[config.mk]
export PLATFORM = sky130hd
export DESIGN_NAME = tape_cable_mode_status
export DESIGN_NICKNAME = d
export VERILOG_FILES = /design/src/inc/tape_cable_pkg.sv /design/src/design/tape_cable_mode_status.sv
export VERILOG_INCLUDE_DIRS = /design/src /design/src/inc
export SDC_FILE = /design/constraint.sdc
export NUM_CORES = 1
export LEC_CHECK = 0
export ABC_CLOCK_PERIOD_IN_PS = 2100
export BUFFER_PORTS_ARGS = -buffer_cell sky130_fd_sc_hd__buf_2
export CORE_ASPECT_RATIO = 1.5
export CORE_UTILIZATION = 47
export DETAILED_ROUTE_END_ITERATION = 8
export PLACE_DENSITY = 0.84
export SLEW_MARGIN = 15
export SYNTH_ARGS = -nofsm -noshare
export SYNTH_HDL_FRONTEND = slang
export SYNTH_SLANG_ARGS = --single-unit
[constraint.sdc]
create_clock -name ref_clk_i -period 2.1 [get_ports ref_clk_i]
set_input_delay 0.105 -clock ref_clk_i [delete_from_list [all_inputs] [get_ports ref_clk_i]]
set_output_delay 0.105 -clock ref_clk_i [all_outputs]
set_load 0.05 [all_outputs]
[src/inc/tape_cable_cfg.svh]
// Constants for the tape cable mode and status block
`ifndef TAPE_CABLE_CFG_SVH
`define TAPE_CABLE_CFG_SVH

// Mode register field positions
`define MODE_SEL_LOW_BIT    0
`define MODE_SEL_HIGH_BIT   1
`define MODE_BACKWARD_BIT   2
`define MODE_READ_BIT       3
`define MODE_MARK_BIT       4
`define MODE_EDIT_BIT       5
`define MODE_WIPE_BIT       6
`define MODE_LOCAL_BIT      7

// Status byte 1 bit positions
`define ST1_CORRECTING      0
`define ST1_ATTACHED        1
`define ST1_REWINDING       2
`define ST1_TAPE_MARK       3
`define ST1_LOAD_POINT      4
`define ST1_TAPE_END        5
`define ST1_CHECK_BURST     6
`define ST1_NRZI            7

// Status byte 2 bit positions
`define ST2_ACTIVE          0
`define ST2_SPEED           1
`define ST2_AVAILABLE       2
`define ST2_CHAR_READY      3
`define ST2_ONLINE          4
`define ST2_PROTECT         5
`define ST2_OVERRUN         6
`define ST2_HARD_ERROR      7

// Reset values, widths and rewind branch code
`define MODE_RESET_VAL      8'hFF
`define BYTE_WIDTH          8
`define ADDR_LOW_WIDTH      4
`define REWIND_BRANCH       4'h4
`define IDLE_ENTRY          5'h00

`endif

[src/inc/tape_cable_pkg.sv]
// Types shared by the tape cable mode and status block
package tape_cable_pkg;

    // Sequencer activity as seen by this block
    typedef enum logic [1:0] {
        SEQ_IDLE,
        SEQ_RUN
    } seq_state_e;

    // Whole register state of the block
    typedef struct packed {
        logic [7:0]  mode;
        logic        byte_two;
        logic        req_seen;
        logic        correcting;
        logic        tape_mark;
        logic        tape_end;
        logic        overrun;
        logic        hard_error;
        logic [7:0]  status_data;
        seq_state_e  seq;
        logic [4:0]  entry_addr;
        logic        entry_strobe;
        logic        service_resp;
        logic [7:0]  service_data;
        logic        local_req;
        logic [1:0]  sel_sync1;
        logic [1:0]  sel_sync2;
    } tape_state_s;

endpackage : tape_cable_pkg

[src/design/tape_cable_mode_status.sv]
// Mode register, status bytes and branch gate of the tape cable
//
// Function
// - Mode bit 3 picks read or write class and firmware address MSB.
// - Mode bit 4 low makes write a file mark, read a skip.
// - Mode bit 5 low enables formatter edit.
// - Mode bit 6 low enables formatter erase.
// - Mode bit 7 low with rewind branch in write class (bit 3 low) puts transport local.
// - Sixteen status bits go out as two alternating bytes, one byte per request.
// - Reset command or mode select restarts status with byte 1.
// - Transport status shows only the selected transport.
// - Correcting flag low is sticky until reset or mode select.
// - Attached, rewinding, load point, NRZI read low when true.
// - File mark flag sticky until channel reset or select strobe.
// - End of tape flag sticky until reset or mode select.
// - Byte 1 bit 6 is check character or identification burst, low.
// - Busy, speed, available, online, protect read low when true.
// - Character ready low: read data waiting or write buffer free.
// - Overrun flag low when service came too late.
// - Hard error sticky until reset or mode select.
// - Branch taken only when idle; otherwise word is service response.
// - Mode bits 0 and 1 select transport by complement.
// - Mode bit 2 high forward, low reverse.
//
// All inputs share the block clock; none is synchronised.
// Select strobe loads the mode; fields show next cycle.
// The mode is not guarded in a run; the host keeps it.
//
// Request rise latches a status byte, shown next cycle,
// and it stands until the next request rise.
// Request fall flips the byte selector next cycle;
// a restart in that cycle forces byte 1 instead.
//
// An event in a restart cycle still sets its flag,
// so a condition meeting the clear is never lost.
// Overrun is held until restart so a late service is
// not missed between two status reads.
//
// Idle branch word: entry strobe and busy next cycle.
// Branch word in a run: one-cycle service reply.
// Done pulse returns the gate to idle.
// Reset command aborts a run and blocks a branch.
//
// Trade-off: all but the five sticky status bits come from live
// inputs, so those bits reflect the cycle of the request rise only.
`timescale 1ns/10ps
`include "tape_cable_cfg.svh"

module tape_cable_mode_status #(
    parameter int UNITS = 4                    // Transports on formatter
) (
    input  wire logic             ref_clk_i,           // System clock
    input  wire logic             reset_i,             // Sync reset, high

    // Host channel command side
    input  wire logic             channel_reset_strobe_i, // Reset command
    input  wire logic             channel_select_strobe_i, // Mode select
    input  wire logic [7:0]       mode_data_i,         // Mode byte
    input  wire logic             branch_valid_i,      // Branch word strobe
    input  wire logic [3:0]       branch_addr_i,       // Branch low address
    input  wire logic             status_req_i,        // Status request level
    input  wire logic             seq_done_i,          // Sequence finished

    // Formatter conditions, active high
    input  wire logic             attached_i,          // Cable attached, high
    input  wire logic             phase_encoded_i,     // PE formatter type
    input  wire logic             correcting_i,        // Correction event
    input  wire logic             tape_mark_i,         // File mark event
    input  wire logic             check_char_i,        // Check char, NRZI
    input  wire logic             phase_burst_i,       // ID burst, PE
    input  wire logic             formatter_active_i,  // Formatter busy
    input  wire logic             read_char_i,         // Read char waiting
    input  wire logic             write_room_i,        // Write buffer free
    input  wire logic             overrun_i,           // Late service event
    input  wire logic             hard_error_i,        // Hard error event

    // Per-unit transport conditions
    input  wire logic [UNITS-1:0] rewinding_i,         // Per unit rewinding
    input  wire logic [UNITS-1:0] load_point_i,        // Per unit at BOT
    input  wire logic [UNITS-1:0] tape_end_i,          // Per unit TAPE_END_MARKER_N seen
    input  wire logic [UNITS-1:0] nrzi_unit_i,         // Per unit NRZI
    input  wire logic [UNITS-1:0] up_to_speed_i,       // Per unit at speed
    input  wire logic [UNITS-1:0] available_i,         // Per unit ready
    input  wire logic [UNITS-1:0] online_i,            // Per unit online
    input  wire logic [UNITS-1:0] protected_i,         // Per unit protected

    // Mode fields to the formatter
    output logic [1:0]            transport_sel_o,     // Selected unit
    output logic                  tape_backward_o,     // Reverse motion
    output logic                  read_select_o,       // Read class
    output logic                  mark_or_skip_o,      // Mark or skip
    output logic                  edit_enable_o,       // Edit function
    output logic                  wipe_enable_o,       // Erase function

    // Sequencer gate
    output logic                  local_mode_o,        // Local mode pulse
    output logic [4:0]            entry_addr_o,        // Sequence entry
    output logic                  entry_strobe_o,      // Sequence start
    output logic                  service_resp_o,      // Service reply
    output logic [7:0]            service_data_o,      // Reply word
    output logic                  seq_busy_o,          // Sequencer running

    // Status return
    output logic [7:0]            status_data_o,       // Status byte out
    output logic                  status_byte_two_o    // Byte 2 next/now
);

    // ****************************************************************
    // Helpers
    // ****************************************************************

    // Complemented mode bits give the unit index
    function automatic logic [1:0] unit_index(input logic [7:0] m);
        unit_index = {~m[`MODE_SEL_HIGH_BIT], ~m[`MODE_SEL_LOW_BIT]};
    endfunction : unit_index

    // Pick one unit's condition, other units never leak through
    // Index is two bits, so at most four units are addressed
    function automatic logic pick(input logic [UNITS-1:0] v,
                                  input logic [1:0] idx);
        pick = v[idx];
    endfunction : pick

    // ****************************************************************
    // State
    // ****************************************************************

    tape_cable_pkg::tape_state_s st_ff;
    tape_cable_pkg::tape_state_s nxt_st;

    // Strobe merge, unit index and live status bytes
    logic                        restart;
    logic [1:0]                  idx;
    logic [7:0]                  byte_one;
    logic [7:0]                  byte_two;

    // Either strobe restarts byte order and sticky flags
    assign restart = channel_reset_strobe_i | channel_select_strobe_i;
    assign idx     = unit_index(st_ff.mode);

    // ****************************************************************
    // Status bytes
    // ****************************************************************

    // Status byte 1, all bits active low
    always_comb begin
        byte_one = 8'hFF;

        byte_one[`ST1_CORRECTING] = ~st_ff.correcting;
        byte_one[`ST1_ATTACHED]   = ~attached_i;
        // Transport bits: selected unit only
        byte_one[`ST1_REWINDING]  = ~pick(rewinding_i, idx);
        byte_one[`ST1_TAPE_MARK]  = ~st_ff.tape_mark;
        byte_one[`ST1_LOAD_POINT] = ~pick(load_point_i, idx);
        byte_one[`ST1_TAPE_END]   = ~st_ff.tape_end;
        byte_one[`ST1_CHECK_BURST] = phase_encoded_i ? ~phase_burst_i
                                                     : ~check_char_i;
        byte_one[`ST1_NRZI]       = ~pick(nrzi_unit_i, idx);
    end

    // Status byte 2, all bits active low
    always_comb begin
        byte_two = 8'hFF;

        byte_two[`ST2_ACTIVE]     = ~formatter_active_i;
        // Transport bits: selected unit only
        byte_two[`ST2_SPEED]      = ~pick(up_to_speed_i, idx);
        byte_two[`ST2_AVAILABLE]  = ~pick(available_i, idx);
        byte_two[`ST2_CHAR_READY] = st_ff.mode[`MODE_READ_BIT]
                                    ? ~read_char_i : ~write_room_i;
        byte_two[`ST2_ONLINE]     = ~pick(online_i, idx);
        byte_two[`ST2_PROTECT]    = ~pick(protected_i, idx);
        byte_two[`ST2_OVERRUN]    = ~st_ff.overrun;
        byte_two[`ST2_HARD_ERROR] = ~st_ff.hard_error;
    end

    // ****************************************************************
    // Next state
    // ****************************************************************

    // Events win over a clear in the same cycle, so none is lost
    always_comb begin
        nxt_st = st_ff;

        // One-cycle outputs drop unless set below
        nxt_st.entry_strobe = 1'b0;
        nxt_st.service_resp = 1'b0;
        nxt_st.local_req    = 1'b0;
        // Spare stages, unused while all inputs share the clock
        nxt_st.sel_sync1    = 2'h0;
        nxt_st.sel_sync2    = 2'h0;

        // Mode write only by select strobe; host keeps it stable
        if (channel_select_strobe_i) begin
            nxt_st.mode = mode_data_i;
        end

        // Sticky flags
        if (restart) begin
            nxt_st.correcting = 1'b0;
            nxt_st.tape_mark  = 1'b0;
            nxt_st.tape_end   = 1'b0;
            nxt_st.hard_error = 1'b0;
            nxt_st.overrun    = 1'b0;
        end

        // Correction only exists on phase encoded units
        if (correcting_i && phase_encoded_i) begin
            nxt_st.correcting = 1'b1;
        end

        // File mark from the formatter
        if (tape_mark_i) begin
            nxt_st.tape_mark = 1'b1;
        end

        // End of tape, selected unit only
        if (pick(tape_end_i, idx)) begin
            nxt_st.tape_end = 1'b1;
        end

        // Late service reply
        if (overrun_i) begin
            nxt_st.overrun = 1'b1;
        end

        // Uncorrectable formatter error
        if (hard_error_i) begin
            nxt_st.hard_error = 1'b1;
        end

        // Byte latched on request rise, toggles on release
        if (status_req_i && !st_ff.req_seen) begin
            nxt_st.status_data = st_ff.byte_two ? byte_two : byte_one;
        end
        if (!status_req_i && st_ff.req_seen) begin
            nxt_st.byte_two = ~st_ff.byte_two;
        end
        // Remember the level for edge detection
        nxt_st.req_seen = status_req_i;
        // Restart wins over the toggle on a fall
        if (restart) begin
            nxt_st.byte_two = 1'b0;
        end

        // Branch gate
        case (st_ff.seq)
            tape_cable_pkg::SEQ_IDLE: begin
                if (branch_valid_i && !channel_reset_strobe_i) begin
                    nxt_st.entry_addr = {st_ff.mode[`MODE_READ_BIT],
                                         branch_addr_i};
                    nxt_st.entry_strobe = 1'b1;
                    nxt_st.seq = tape_cable_pkg::SEQ_RUN;
                    nxt_st.local_req = ~st_ff.mode[`MODE_LOCAL_BIT]
                        & ~st_ff.mode[`MODE_READ_BIT]
                        & (branch_addr_i == `REWIND_BRANCH);
                end
            end

            // Word in a run is a service reply
            tape_cable_pkg::SEQ_RUN: begin
                if (branch_valid_i) begin
                    nxt_st.service_resp = 1'b1;
                    nxt_st.service_data = {4'h0, branch_addr_i};
                end
                if (seq_done_i) begin
                    nxt_st.seq = tape_cable_pkg::SEQ_IDLE;
                end
            end

            // Illegal code falls back to idle
            default: begin
                nxt_st.seq = tape_cable_pkg::SEQ_IDLE;
            end
        endcase

        // Reset command aborts any running sequence
        if (channel_reset_strobe_i) begin
            nxt_st.seq = tape_cable_pkg::SEQ_IDLE;
        end
    end

    // ****************************************************************
    // Registers
    // ****************************************************************

    // Single state register
    // Mode resets to all ones: unit 0, forward, read, online
    always_ff @(posedge ref_clk_i) begin
        if (reset_i) begin
            st_ff <= '0;
            st_ff.mode <= `MODE_RESET_VAL;
            st_ff.seq <= tape_cable_pkg::SEQ_IDLE;
            st_ff.entry_addr <= `IDLE_ENTRY;
        end else begin
            st_ff <= nxt_st;
        end
    end

    // ****************************************************************
    // Outputs
    // ****************************************************************

    // Mode fields decoded straight from the register
    assign transport_sel_o   = idx;
    assign tape_backward_o   = ~st_ff.mode[`MODE_BACKWARD_BIT];
    assign read_select_o     = st_ff.mode[`MODE_READ_BIT];
    assign mark_or_skip_o    = ~st_ff.mode[`MODE_MARK_BIT];
    assign edit_enable_o     = ~st_ff.mode[`MODE_EDIT_BIT];
    assign wipe_enable_o     = ~st_ff.mode[`MODE_WIPE_BIT];

    // Pulse for a rewind branch with the local and read bits low
    assign local_mode_o      = st_ff.local_req;

    // Branch gate
    assign entry_addr_o      = st_ff.entry_addr;
    assign entry_strobe_o    = st_ff.entry_strobe;
    assign service_resp_o    = st_ff.service_resp;
    assign service_data_o    = st_ff.service_data;

    // Busy level and status return
    assign seq_busy_o        = (st_ff.seq == tape_cable_pkg::SEQ_RUN);
    assign status_data_o     = st_ff.status_data;
    assign status_byte_two_o = st_ff.byte_two;

endmodule : tape_cable_mode_status

==> summary.md <==
| Metric | Value |
|---|---|
| Met2 Resource Use GR | `34.2%` |
| Final hold vios | `0` |
| Final period util | `between 70% and 80%` |
| Antenna cell count | `0` |
| DR vias/cell | `between 5 and 6` |
| Worst hold path type | `input pin to register` |
| Core footprint | `roughly 0.0034 mm2` |
| Vias in the first global route | `1395` |
| Layout Nets | `311` |
| IO Pins | `95` |
| CTS max path bufs | `2` |
| CTS tree | `done` |
| CP Capture Type | `register` |
| Pin count of the biggest net entering global routing | `26` |
| Global-route wire length before repair | `5840 um` |
| Crit path DAT | `~1.9 ns` |
| Slowest stage cell, crit path | `dfxtp_1` |
| Layout overhead on the synthesized area | `23.5%` |
| Status | `finished, final reports clean` |
| Post-DP HPWL | `2870 um` |
| Top-count cell post-synth | `dfxtp_1` |
| CP Max Fanout | `9` |
| Post-synth top cells | `dfxtp_1, buf_4, nand2_1` |
| # port buffers | `90` |
| P per Cell Area | `roughly 740 mW/mm2` |
| Yosys top cell by area | `dfxtp_1` |
| Post-synth cell types | `31` |
| Seq/Total Area, Yosys | `about two fifths` |
| GR Util All Layers | `around a fifth` |
| Final setup TNS | `0 ns` |
| H-tree Lvls | `2` |
| Gr ovfl total | `0` |
| DRT Pass-1 Iters | `4` |
| Max stage delay on crit path | `~0.60 ns` |
| Fin worst setup slack | `0.447 ns` |
| Die H | `76.4 um` |
| Max_slew headroom | `approximately 60%` |
| CTS root buffer | `clkbuf_8` |
| Fillers | `about 320` |
| Overall die width | `just over 50 um` |
| Syn avg cell area | `just under 10 um2` |
| CP Data Required Time | `2.32 ns` |
| VDD IR-drop max | `approximately 0.63 mV` |
| Worst Clk Skew | `approximately 0.0047 ns` |
| Num CTS Buffers | `5` |
| Initial DRC count | `19` |
| Top Usage Layer GRT | `met2` |
| Max frequency | `between 600 and 700 MHz` |
| GRT met3 Usage | `~3.4%` |
| Synth Cell Area | `approximately 0.0017 mm2` |
| Via count | `1463` |
| Kind of critical path | `register to register` |
| DR WL/cell | `around 12 um` |
| Register Area | `around 700 um2` |
| Antenna Nets Post-Route | `0` |
| Final WL | `between 3000 and 4000 um` |
| Worst skew pair latency | `between 0.2 and 0.3 ns` |
| Initial core utilization | `50.3%` |
| Synth warn | `0` |
| Clk sink count | `36` |
| Setup Viol. Count Final | `0` |
| LEAKAGE | `around 1.1 nW` |
| Detailed-route DRC error count | `0` |
| GPL Wtd Cong | `0.862` |
| Post-synth top area share | `between 40% and 50%` |
| Mapped Cells | `between 150 and 200` |
| Clk slew on worst S/H paths | `0.07 ns` |
| Period minus WS final | `roughly 1.7 ns` |
| Number of synthesized flops with an enable pin | `0` |
| CP cell instances | `mux4_2 -> a211o_1 -> a21oi_2` |
| Die Area | `a little under 0.004 mm2` |
| Worst slack, placed | `around 0.45 ns` |
| Max Slew Vio Count | `0` |
| CTS resizes | `0` |
| Multi-input logic area | `between 700 and 800 um2` |
| Register bit total from synthesis | `36` |
| Worst-margin pin slew | `just under 0.6 ns` |
| Area contributors post-synth | `dfxtp_1, buf_4, mux4_1, mux2i_1, nand2_1` |
| Hold_buf cts | `0` |
| FP Rows | `26` |
| Post-CTS Setup Bufs | `0` |
| Unrepaired setup endpoints after global routing | `no` |
| Met1 GRT Util | `about a fifth` |
| Initial antenna violation count | `0` |
| Layout cell share with drive strength beyond 1 | `between 40 and 50%` |
| # Max-Cap Violations | `0` |
| FFs w/ async S/R, synth | `0%` |
| Dominant synthesized flop cell | `dfxtp_1` |
| Crit start category | `register` |
==> power by group <==
group / total (mW) / internal, mW / switching (mW)
clock network: 0.495 / 0.267 / 0.228
logic: 0.335 / 0.126 / 0.209
registers: 0.747 / 0.721 / 0.0260
total: 1.58 / 1.11 / 0.462
==> critical path: cells and delay by family, from the launching register on <==
| kind | cells | cell delay (ns) |
|---|---|---|
| DFF | 1 | 0.60 |
| AOI/OAI and AO/OA | 2 | 0.42 |
| muxes | 1 | 0.56 |
==> final cells by class <==
class,count,share of cell area [%]
Inverter,8,1.40
Tap cell,42,2.46
Timing Repair Buffer,91,21.4
Sequential cell,36,33.7
Clock buffer,8,4.21
Multi-Input combinational cell,107,36.8
==> per-stage QoR <==
step	std cells	hold slack (ns)	total power, mW	instance area, um2	utilization (%)
final	292	0.0260	1.58	2140	62.0
after global routing	292	0.0337	1.65	2140	62.0
after CTS	292	0.0225	1.59	2140	62.0
after detailed placement	284	0.322	1.10	2050	59.4
after global placement	284	0.307	1.09	2050	59.4
after floorplan	182	0.188	1.03	1740	-
==> state kept, by name, indices dropped and copies added, names as in the netlist <==
| name | count |
|---|---|
| service_data_o | 4 |
| entry_addr_o | 5 |
| status_byte_two_o | 1 |
| status_data_o | 8 |
| local_mode_o | 1 |
| st_ff | 14 |
| read_select_o | 1 |
| service_resp_o | 1 |
| entry_strobe_o | 1 |
==> worst paths after layout <==
path | from | to | slack (ns) | depth (start not counted)
setup / recovery | st_ff[37] | status_data_o[7] | 0.45 | 3
hold / removal | seq_done_i | st_ff[20] | 0.03 | 2
setup reg to reg | st_ff[37] | status_data_o[7] | 0.45 | 3
hold reg to reg | service_data_o[2] | service_data_o[2] | 0.45 | 2
==> cell families (layout without fill, tap and decap cells) <==
family / Yosys count / in the layout / synth area share [%]
xor+xnor: 1 / 1 / 0.506
flops: 36 / 36 / 41.6
compound gates: 28 / 28 / 11.3
buf+inv: 39 / 107 / 13.6
simple gates: 54 / 54 / 14.4
other cells: 1 / 4 / 0.216
mux: 20 / 20 / 18.4
==> placed cells by master, fill, tap and decap left out, types with 2 or more instances in the layout <==
cell type and count:
inv_1 7, mux4_2 3, nand2_1 20, a22o_1 2, mux4_1 5, nor2_1 17, a21oi_1 10, buf_2 90
clkbuf_8 6, clkbuf_1 2, a21oi_2 3, dfxtp_1 36, conb_1 4, a211o_1 3, and2_1 2, nand3_1 4
mux2i_1 12, o211ai_1 7, nor2b_1 5
==> per-layer routing <==
metal / routed length, um / vias up
li1: - / 733
met1: 1430 / 666
met2: 1930 / 57
met3: 177 / 7
met4: 93 / 0
met5: 0 / -
(Power assumes the default switching activity.)
